<file path="config.mk">
export PLATFORM = sky130hd
export DESIGN_NAME = hbp_top
export DESIGN_NICKNAME = d
export VERILOG_FILES = /design/src/hbp_dead_band.sv /design/src/hbp_top.sv
export SDC_FILE = /design/constraint.sdc
export NUM_CORES = 1
export LEC_CHECK = 0
export ABC_AREA = 1
export BUFFER_PORTS_ARGS = -buffer_cell sky130_fd_sc_hd__buf_4
export CAP_MARGIN = 0
export CORE_MARGIN = 2
export CORE_UTILIZATION = 50
export CTS_CLUSTER_DIAMETER = 200
export DETAILED_ROUTE_END_ITERATION = 10
export MAX_ROUTING_LAYER = met4
export PLACE_DENSITY = 0.82
export SLEW_MARGIN = 20
export SYNTH_ARGS = -nofsm -noshare
export SYNTH_HDL_FRONTEND = slang
export SYNTH_SLANG_ARGS = --single-unit
</file>
<file path="constraint.sdc">
create_clock -name i_clk -period 2.1 [get_ports i_clk]
set_input_delay 0.21 -clock i_clk [delete_from_list [all_inputs] [get_ports i_clk]]
set_output_delay 0.21 -clock i_clk [all_outputs]
set_load 0.05 [all_outputs]
</file>
<file path="src/hbp_dead_band.sv">
`timescale 1ns/1ns
// ----------------------------------------------------------------
// Shared constants
// ----------------------------------------------------------------
package hbp_pkg;
    localparam int         CLK_PERIOD_NS  = 4;    // System clock period
    localparam int         TCY_OSC_CYCLES = 4;    // Clocks per instruction cycle
    localparam int         TCY_DIV        = TCY_OSC_CYCLES * 4 / CLK_PERIOD_NS;
    localparam int         DB_WIDTH       = 7;
    localparam int         ADDR_W         = 2;
    localparam int         DATA_W         = 8;
    // Register offsets
    localparam logic [1:0] OFS_CTRL       = 2'h0;
    localparam logic [1:0] OFS_DBAND      = 2'h1;
    localparam logic [1:0] OFS_SHDN       = 2'h2;
    localparam logic [1:0] OFS_AUX        = 2'h3;
    // Field positions
    localparam int         CTRL_HALF_BIT  = 7;
    localparam int         CTRL_EN_BIT    = 3;
    localparam int         CTRL_POLB_BIT  = 1;
    localparam int         CTRL_POLA_BIT  = 0;
    localparam int         DB_ARST_BIT    = 7;
    localparam int         SD_FLAG_BIT    = 7;
    localparam int         SD_SRC_LSB     = 4;
    localparam int         SD_STA_LSB     = 2;
    localparam int         SD_STB_LSB     = 0;
    localparam int         SRC_CMP_BIT    = 0;
    localparam int         SRC_INT_BIT    = 2;
    localparam int         AUX_SYNC_BIT   = 0;
    localparam int         AUX_DIRA_BIT   = 1;
    localparam int         AUX_DIRB_BIT   = 2;
    localparam int         AUX_PTF_BIT    = 7;
    // Reset values
    localparam logic [7:0] CTRL_RST       = 8'h00;
    localparam logic [7:0] DBAND_RST      = 8'h00;
    localparam logic [6:0] SHDN_RST       = 7'h00;
    localparam logic [2:0] AUX_RST        = 3'h6;
    // Shutdown sequencing
    typedef enum logic [1:0] {
        HBP_ST_IDLE   = 2'b00,
        HBP_ST_RUN    = 2'b01,
        HBP_ST_SHUT   = 2'b11,
        HBP_ST_RESUME = 2'b10
    } hbp_state_e;
endpackage

// ----------------------------------------------------------------
// Dead-band delay on the active-going edge of one output
// ----------------------------------------------------------------
module hbp_dead_band #(
    parameter int DB_W = 7
) (
    input  wire logic            i_clk,
    input  wire logic            i_rst_n,
    input  wire logic            i_tcy,
    input  wire logic            i_sched,
    input  wire logic [DB_W-1:0] i_count,
    output logic                 o_active
);
    logic [DB_W-1:0] cnt_q;
    logic            wait_q;
    logic            sched_q;

    // Delay count and wait state
    always_ff @(posedge i_clk or negedge i_rst_n) begin
        if (!i_rst_n) begin
            cnt_q    <= '0;
            wait_q   <= 1'b0;
            sched_q  <= 1'b0;
            o_active <= 1'b0;
        end else begin
            sched_q <= i_sched;
            if (!i_sched) begin
                wait_q   <= 1'b0;
                o_active <= 1'b0;
            end else if (!sched_q) begin
                if (i_count == '0) begin
                    o_active <= 1'b1;
                end else begin
                    cnt_q  <= i_count;
                    wait_q <= 1'b1;
                end
            end else if (wait_q && i_tcy) begin
                cnt_q <= cnt_q - 1'b1;
                if (cnt_q == {{(DB_W-1){1'b0}}, 1'b1}) begin
                    wait_q   <= 1'b0;
                    o_active <= 1'b1;
                end
            end
        end
    end
endmodule // hbp_dead_band

</file>
<file path="src/hbp_top.sv">
`timescale 1ns/1ns
// Function
// - Output B is complement of A in half-bridge
// - Dead-band count delays active-going edge
// - Delay longer than duty keeps output inactive
// - Two bits choose polarity per output
// - Period flag set when next period begins
// - Pins high impedance after reset
// - Source field selects comparator, pin, both
// - Firmware setting the flag is an event
// - Event sets flag, held until cleared
// - Shutdown forces pins asynchronously
// - A shutdown state: low, high, tri-state
// - B shutdown state: low, high, tri-state
// - Shutdown is level based, persists
// - Flag writes ignored while condition present
// - Resume only at next period start
// - Auto-restart clears flag when condition gone
// - Comparator sync delays comparator shutdown
// - Delay only on inactive-to-active, in Tcy
module hbp_top
    import hbp_pkg::*;
(
    input  wire logic              i_clk,
    input  wire logic              i_rstn,
    input  wire logic [ADDR_W-1:0] i_addr,
    input  wire logic [DATA_W-1:0] i_wdata,
    input  wire logic              i_wr,
    input  wire logic              i_rd,
    output logic       [DATA_W-1:0] o_rdata,
    input  wire logic              i_period_match,
    input  wire logic              i_duty_match,
    input  wire logic              i_duty_zero,
    input  wire logic              i_int_pin,
    input  wire logic              i_cmp_out,
    input  wire logic              i_tmr1_tick,
    output logic                   o_pwm_out_a,
    output logic                   o_pwm_out_a_oe_n,
    output logic                   o_pwm_out_b,
    output logic                   o_pwm_out_b_oe_n,
    output logic                   o_period_timer_flag
);
    // ----------------------------------------------------------------
    // Reset release
    // ----------------------------------------------------------------
    logic rst_meta_q;
    logic rst_n_q;

    // Two-stage release of the reset
    always_ff @(posedge i_clk or negedge i_rstn) begin
        if (!i_rstn) begin
            rst_meta_q <= 1'b0;
            rst_n_q    <= 1'b0;
        end else begin
            rst_meta_q <= 1'b1;
            rst_n_q    <= rst_meta_q;
        end
    end

    // ----------------------------------------------------------------
    // Registers
    // ----------------------------------------------------------------
    logic [7:0]  ctrl_q;
    logic [7:0]  dband_q;
    logic [6:0]  shdn_q;
    logic [2:0]  aux_q;
    logic        flag_q;
    logic        ptf_q;
    logic        cond_s;
    hbp_state_e  st_q;

    logic wr_ctrl;
    logic wr_dband;
    logic wr_shdn;
    logic wr_aux;
    assign wr_ctrl  = i_wr && (i_addr == OFS_CTRL);
    assign wr_dband = i_wr && (i_addr == OFS_DBAND);
    assign wr_shdn  = i_wr && (i_addr == OFS_SHDN);
    assign wr_aux   = i_wr && (i_addr == OFS_AUX);

    // Mode, polarity and dead-band settings
    always_ff @(posedge i_clk or negedge rst_n_q) begin
        if (!rst_n_q) begin
            ctrl_q  <= CTRL_RST;
            dband_q <= DBAND_RST;
        end else begin
            if (wr_ctrl) begin
                ctrl_q <= i_wdata;
            end
            if (wr_dband) begin
                dband_q <= i_wdata;
            end
        end
    end

    // Shutdown configuration and auxiliary bits
    always_ff @(posedge i_clk or negedge rst_n_q) begin
        if (!rst_n_q) begin
            shdn_q <= SHDN_RST;
            aux_q  <= AUX_RST;
        end else begin
            if (wr_shdn) begin
                shdn_q <= i_wdata[6:0];
            end
            if (wr_aux) begin
                aux_q <= {i_wdata[AUX_DIRB_BIT], i_wdata[AUX_DIRA_BIT], i_wdata[AUX_SYNC_BIT]};
            end
        end
    end

    logic       half_en;
    logic       pwm_en;
    logic [1:0] pol;
    logic       auto_rst;
    logic [2:0] src;
    logic [1:0] sd_a;
    logic [1:0] sd_b;
    assign half_en  = ctrl_q[CTRL_HALF_BIT];
    assign pwm_en   = ctrl_q[CTRL_EN_BIT];
    assign pol      = {ctrl_q[CTRL_POLB_BIT], ctrl_q[CTRL_POLA_BIT]};
    assign auto_rst = dband_q[DB_ARST_BIT];
    assign src      = shdn_q[SD_SRC_LSB +: 3];
    assign sd_a     = shdn_q[SD_STA_LSB +: 2];
    assign sd_b     = shdn_q[SD_STB_LSB +: 2];

    // Read data, one cycle after the strobe
    always_ff @(posedge i_clk or negedge rst_n_q) begin
        if (!rst_n_q) begin
            o_rdata <= 8'h00;
        end else if (i_rd) begin
            unique case (i_addr)
                OFS_CTRL:  o_rdata <= ctrl_q;
                OFS_DBAND: o_rdata <= dband_q;
                OFS_SHDN:  o_rdata <= {flag_q, shdn_q};
                OFS_AUX:   o_rdata <= {ptf_q, 4'h0, aux_q};
            endcase
        end else begin
            o_rdata <= 8'h00;
        end
    end

    // ----------------------------------------------------------------
    // Shutdown sources
    // ----------------------------------------------------------------
    logic int_meta_q;
    logic int_s_q;
    logic cmp_meta_q;
    logic cmp_s_q;
    logic cmp_lvl_q;

    // Source synchronisers and comparator timing
    always_ff @(posedge i_clk or negedge rst_n_q) begin
        if (!rst_n_q) begin
            int_meta_q <= 1'b1;
            int_s_q    <= 1'b1;
            cmp_meta_q <= 1'b0;
            cmp_s_q    <= 1'b0;
            cmp_lvl_q  <= 1'b0;
        end else begin
            int_meta_q <= i_int_pin;
            int_s_q    <= int_meta_q;
            cmp_meta_q <= i_cmp_out;
            cmp_s_q    <= cmp_meta_q;
            if (!aux_q[AUX_SYNC_BIT] || i_tmr1_tick) begin
                cmp_lvl_q <= cmp_s_q;
            end
        end
    end

    // Clocked condition from the selected sources
    assign cond_s = (src[SRC_CMP_BIT] && cmp_lvl_q)
                 || (src[SRC_INT_BIT] && !int_s_q);

    // Flag: events win over any clear
    always_ff @(posedge i_clk or negedge rst_n_q) begin
        if (!rst_n_q) begin
            flag_q <= 1'b0;
        end else if (cond_s) begin
            flag_q <= 1'b1;
        end else if (wr_shdn && i_wdata[SD_FLAG_BIT]) begin
            flag_q <= 1'b1;
        end else if (wr_shdn) begin
            flag_q <= 1'b0;
        end else if (auto_rst) begin
            flag_q <= 1'b0;
        end
    end

    // ----------------------------------------------------------------
    // Instruction-cycle enable
    // ----------------------------------------------------------------
    logic [1:0] div_q;
    logic       tcy_q;

    // One pulse every instruction cycle
    always_ff @(posedge i_clk or negedge rst_n_q) begin
        if (!rst_n_q) begin
            div_q <= 2'h0;
            tcy_q <= 1'b0;
        end else begin
            div_q <= div_q + 2'h1;
            tcy_q <= (div_q == 2'(TCY_DIV - 1));
        end
    end

    // ----------------------------------------------------------------
    // Sequencing and waveform
    // ----------------------------------------------------------------
    logic pwm_raw_q;

    // Start and restart only on period boundaries
    always_ff @(posedge i_clk or negedge rst_n_q) begin
        if (!rst_n_q) begin
            st_q <= HBP_ST_IDLE;
        end else begin
            unique case (st_q)
                HBP_ST_IDLE: begin
                    if (flag_q) begin
                        st_q <= HBP_ST_SHUT;
                    end else if (pwm_en && i_period_match) begin
                        st_q <= HBP_ST_RUN;
                    end
                end
                HBP_ST_RUN: begin
                    if (flag_q) begin
                        st_q <= HBP_ST_SHUT;
                    end else if (!pwm_en) begin
                        st_q <= HBP_ST_IDLE;
                    end
                end
                HBP_ST_SHUT: begin
                    if (!flag_q) begin
                        st_q <= HBP_ST_RESUME;
                    end
                end
                HBP_ST_RESUME: begin
                    if (flag_q) begin
                        st_q <= HBP_ST_SHUT;
                    end else if (i_period_match) begin
                        st_q <= HBP_ST_RUN;
                    end
                end
            endcase
        end
    end

    // Raw PWM from period and duty matches
    always_ff @(posedge i_clk or negedge rst_n_q) begin
        if (!rst_n_q) begin
            pwm_raw_q <= 1'b0;
        end else if (st_q != HBP_ST_RUN
                     && !(i_period_match && pwm_en && !flag_q && st_q != HBP_ST_SHUT)) begin
            pwm_raw_q <= 1'b0;
        end else if (i_period_match) begin
            pwm_raw_q <= !i_duty_zero;
        end else if (i_duty_match) begin
            pwm_raw_q <= 1'b0;
        end
    end

    // Period timer flag; set wins over clear
    always_ff @(posedge i_clk or negedge rst_n_q) begin
        if (!rst_n_q) begin
            ptf_q <= 1'b0;
        end else if (i_period_match) begin
            ptf_q <= 1'b1;
        end else if (wr_aux && !i_wdata[AUX_PTF_BIT]) begin
            ptf_q <= 1'b0;
        end
    end

    // Scheduled levels and dead band per output
    logic [1:0]          sched;
    logic [1:0]          db_act;
    logic [DB_WIDTH-1:0] db_cnt;
    assign sched[0] = pwm_raw_q;
    assign sched[1] = (st_q == HBP_ST_RUN) && (half_en ? !pwm_raw_q : pwm_raw_q);
    assign db_cnt   = half_en ? dband_q[DB_WIDTH-1:0] : '0;

    for (genvar g = 0; g < 2; g++) begin : g_db
        hbp_dead_band #(
            .DB_W     (DB_WIDTH)
        ) u_db (
            .i_clk    (i_clk),
            .i_rst_n  (rst_n_q),
            .i_tcy    (tcy_q),
            .i_sched  (sched[g]),
            .i_count  (db_cnt),
            .o_active (db_act[g])
        );
    end

    // ----------------------------------------------------------------
    // Pin stage
    // ----------------------------------------------------------------
    logic out_a_q;
    logic out_b_q;

    // Polarity after dead band
    always_ff @(posedge i_clk or negedge rst_n_q) begin
        if (!rst_n_q) begin
            out_a_q <= 1'b0;
            out_b_q <= 1'b0;
        end else begin
            out_a_q <= db_act[0] ^ pol[0];
            out_b_q <= db_act[1] ^ pol[1];
        end
    end
    // Period flag leaves straight from its register
    assign o_period_timer_flag = ptf_q;

    // Override from the flag, plus unclocked terms straight from the pins
    logic sd_async;
    assign sd_async = flag_q
                   || (src[SRC_INT_BIT] && !i_int_pin)
                   || (src[SRC_CMP_BIT] && !aux_q[AUX_SYNC_BIT] && i_cmp_out);

    // Shutdown state overrides polarity and delay
    assign o_pwm_out_a      = sd_async ? sd_a[0] : out_a_q;
    assign o_pwm_out_a_oe_n = sd_async ? (sd_a[1] || aux_q[AUX_DIRA_BIT]) : aux_q[AUX_DIRA_BIT];
    assign o_pwm_out_b      = sd_async ? sd_b[0] : out_b_q;
    assign o_pwm_out_b_oe_n = sd_async ? (sd_b[1] || aux_q[AUX_DIRB_BIT]) : aux_q[AUX_DIRB_BIT];
endmodule // hbp_top

</file>
==> metrics.md <==
| Metric | Value |
|---|---|
| Fmax achieved | `0.5109 GHz` |
| Yosys cell types | `35` |
| Layout overhead on the synthesized area | `15.85%` |
| Rel. slew slack | `63.73%` |
| Worst path slowest cell | `dfrtp_1` |
| # setup viols final | `0` |
| Final Hold Fails | `0` |
| Buf/Inv on CP | `3` |
| Yosys reg bits | `71` |
| R2r startpoint | `ctrl_q[7]` |
| Layout Skew | `0.01206 ns` |
| Cell family with most CP delay | `compound AO/OA/AOI/OAI gates` |
| Worst VDD drop | `785.2 uV` |
| Cells after synthesis | `406` |
| Post-Synthesis Net Count | `431` |
| Routed wire length | `7.505 mm` |
| Clock latency on the worst-skew pair | `0.35 ns` |
| Sequential share of the synthesized area | `52.24%` |
| Synth Cell Area | `3411 um^2` |
| Die Wd | `86.59 um` |
| Crit path required time | `1.89 ns` |
| Routed Antenna Nets | `0` |
| Crit-path max cell delay | `0.41 ns` |
| DRT iter0 DRCs | `270` |
| Total Power | `4.280 mW` |
| Pre-CTS setup slack | `0.3676 ns` |
| Average size of a mapped cell | `8.401 um^2` |
| Antenna violations before repair | `0` |
| Die area | `7498 um^2` |
| Crit path launch type | `register` |
| Crit. Startpoint | `flag_q` |
| Vias per inst | `5.403` |
| Worst R2R Setup Slack | `0.31 ns` |
| Post-Route Setup TNS | `0 ns` |
| CP Class | `register to output port` |
| All-Layer GR Usage | `22.96%` |
| WL/cell | `14.13 um` |
| Largest net degree at the start of global routing | `54` |
| Clock Sinks | `71` |
| R2R depth | `7` |
| Initial core utilization | `51.05%` |
| Worst min path class | `input port to register` |
| GP Congestion | `0.9069` |
| Fin nets | `471` |
| RSZ-0062 raised after global routing | `false` |
| Die height | `86.59 um` |
| Via count | `2,869` |
| Hpwl dp | `5.278 mm` |
| Crit path max fanout | `5` |
| Slew of the pin with the lowest slew margin | `0.5428 ns` |
| Worst Setup EP | `o_pwm_out_b_oe_n` |
| First-pass DRT Iterations | `5` |
| Placement Cell Area | `3719 um^2` |
| IO Count | `33` |
| Reg-to-Reg End | `g_db[0].u_db.cnt_q[0]` |
| PwrDens | `1083 nW/um^2` |
| Max Cap Violations | `0` |
| Clock Root Buffer | `clkbuf_8` |
| Residual DRC | `0` |
| Final critical-path required period | `1.957 ns` |
| CTS tree | `built` |
| GR Overflow Total | `0` |
| Setup ws final | `0.1425 ns` |
| Worst-path cell chain | `inv_1 -> o21ai_1 -> a31oi_2 -> inv_2 -> a21o_1 -> buf_4` |
| CP Depth | `6` |
| Global-route wire length before repair | `12.94 mm` |
| H-tree depth | `3` |
| Leak pwr | `2.016 nW` |
| Synth warnings | `0` |
| Num CTS Buffers | `9` |
| Design area | `3951 um^2` |
| Share of cells above drive strength 1 | `19.51%` |
| Vias in the first global route | `2,746` |
| Worst path arrival time | `1.75 ns` |
| I/O Buffers | `32` |
| Core area | `6681 um^2` |
| Status | `completed` |
| Clk slew on worst S/H paths | `0.08 ns` |
| N_diodes | `0` |
| Max Buffers Root-to-Sink | `2` |
| Worst Hold Margin | `0.03411 ns` |
| Nature of the critical path endpoint | `output port` |
| Final clock period utilization by the worst path | `93.21%` |
| Row count | `30` |
| Slew Viols, Final | `0` |
[report_power, final]
| group | internal (mW) | leakage [nW] | switching, mW |
|---|---|---|---|
| logic | 0.465 | 1.03 | 0.815 |
| registers | 1.64 | 0.886 | 0.266 |
| clock network | 0.555 | 0.0968 | 0.540 |
| total | 2.66 | 2.02 | 1.62 |
[sequential cells by signal, summed over array words and instances, names as in the netlist, 2 cells and up]
register and flops:
div_q 2, aux_q 3, st_q 2, g_db.u_db.wait_q 2, g_db.u_db.sched_q 2, g_db.u_db.o_active 2
shdn_q 7, o_rdata 8, g_db.u_db.cnt_q 14, dband_q 8, ctrl_q 8
[cell families after synthesis]
family / share of synthesized area, %
AOI/OAI and AO/OA: 11.81
xor gates and xnor gates: 0.7705
DFF: 52.24
other: 0.1099
buffers and inverters: 7.043
and+or+nand+nor: 25.86
muxes: 0.3301
adders and majority gates: 1.834
[cell usage after synthesis (all sizes together)]
cell type	instances	area [um^2]
nand2	142	563.0
dfrtp	67	1677
o21ai	48	259.0
inv	46	175.2
nor2	28	145.1
nand3	22	120.1
a21oi	7	35.03
nand4	7	43.79
buf	6	53.80
ha	5	62.56
a41oi	4	35.03
dfstp	4	105.1
a21o	3	22.52
a31oi	3	18.77
xor2	3	26.28
clkbuf	2	7.510
nor3	2	10.01
a21boi	1	7.510
a221oi	1	8.760
clkinv	1	3.750
conb	1	3.750
mux2	1	11.26
o2111ai	1	8.760
o21a	1	7.510
[how the worst min path moves through the flow]
stage                 end   startpoint  slack, ns  depth (start not counted)
2_1_floorplan  rst_meta_q       i_rstn      -0.09                          0
3_3_place_gp   rst_meta_q       i_rstn     -0.008                          1
3_5_place_dp   rst_meta_q       i_rstn     -0.007                          1
4_1_cts         pwm_raw_q  i_duty_zero       0.03                          2
5_1_grt         pwm_raw_q  i_duty_zero       0.03                          2
6_report        pwm_raw_q  i_duty_zero       0.03                          2
[what timing repair did]
item                                    4_1_cts  5_1_grt
setup buffers                                 0        0
resized for setup                             0        1
hold buffers                                  3        0
endpoints found under the hold margin         4        0
endpoints found under the setup margin        0        1
[cells in the final DEF (no fill, tap or decap), types with 2 or more instances in the layout]
cell / synthesis / layout
nor2_4: 4 / 4
clkbuf_8: 0 / 9
inv_2: 4 / 4
inv_1: 41 / 41
xor2_1: 3 / 3
dfstp_2: 4 / 4
o21ai_0: 13 / 13
a21o_1: 3 / 3
nand3_2: 2 / 2
dlygate4sd3_1: 0 / 3
nand4_1: 7 / 7
nor2_2: 4 / 4
nor3_1: 2 / 2
nor2_1: 20 / 20
buf_4: 1 / 33
clkinv_4: 0 / 2
a41oi_1: 4 / 4
dfrtp_1: 67 / 66
ha_1: 5 / 5
a31oi_1: 3 / 2
nand2_1: 130 / 130
nand2_2: 12 / 12
nand3_1: 20 / 20
o21ai_1: 30 / 30
a21oi_1: 7 / 7
o21ai_2: 5 / 5
[layout make-up]
type                            count  area (um^2)
Tap cell                           80        100.1
Clock buffer                       10        127.6
Inverter                           47        178.9
Fill cell                         582         2730
Timing Repair Buffer               37        297.8
Multi-Input combinational cell    280         1395
Clock inverter                      6        68.82
Sequential cell                    71         1783
[per-layer routing]
metal	share of wire (%)	vias up	wire length, um	GRT usage, %
met3	4.9	13	365	4.762
met5	0	-	0	-
li1	-	1386	-	-
met1	47	1374	3544	32.08
met2	46	96	3456	33.36
met4	1.8	0	138	8.381
[stage by stage]
step | util (%) | instances
floorplan | - | 406
CTS | 59.04 | 531
global placement | 55.66 | 512
global route | 59.14 | 531
finish | 59.14 | 531
detailed placement | 55.66 | 512
(Power assumes the default switching activity.)
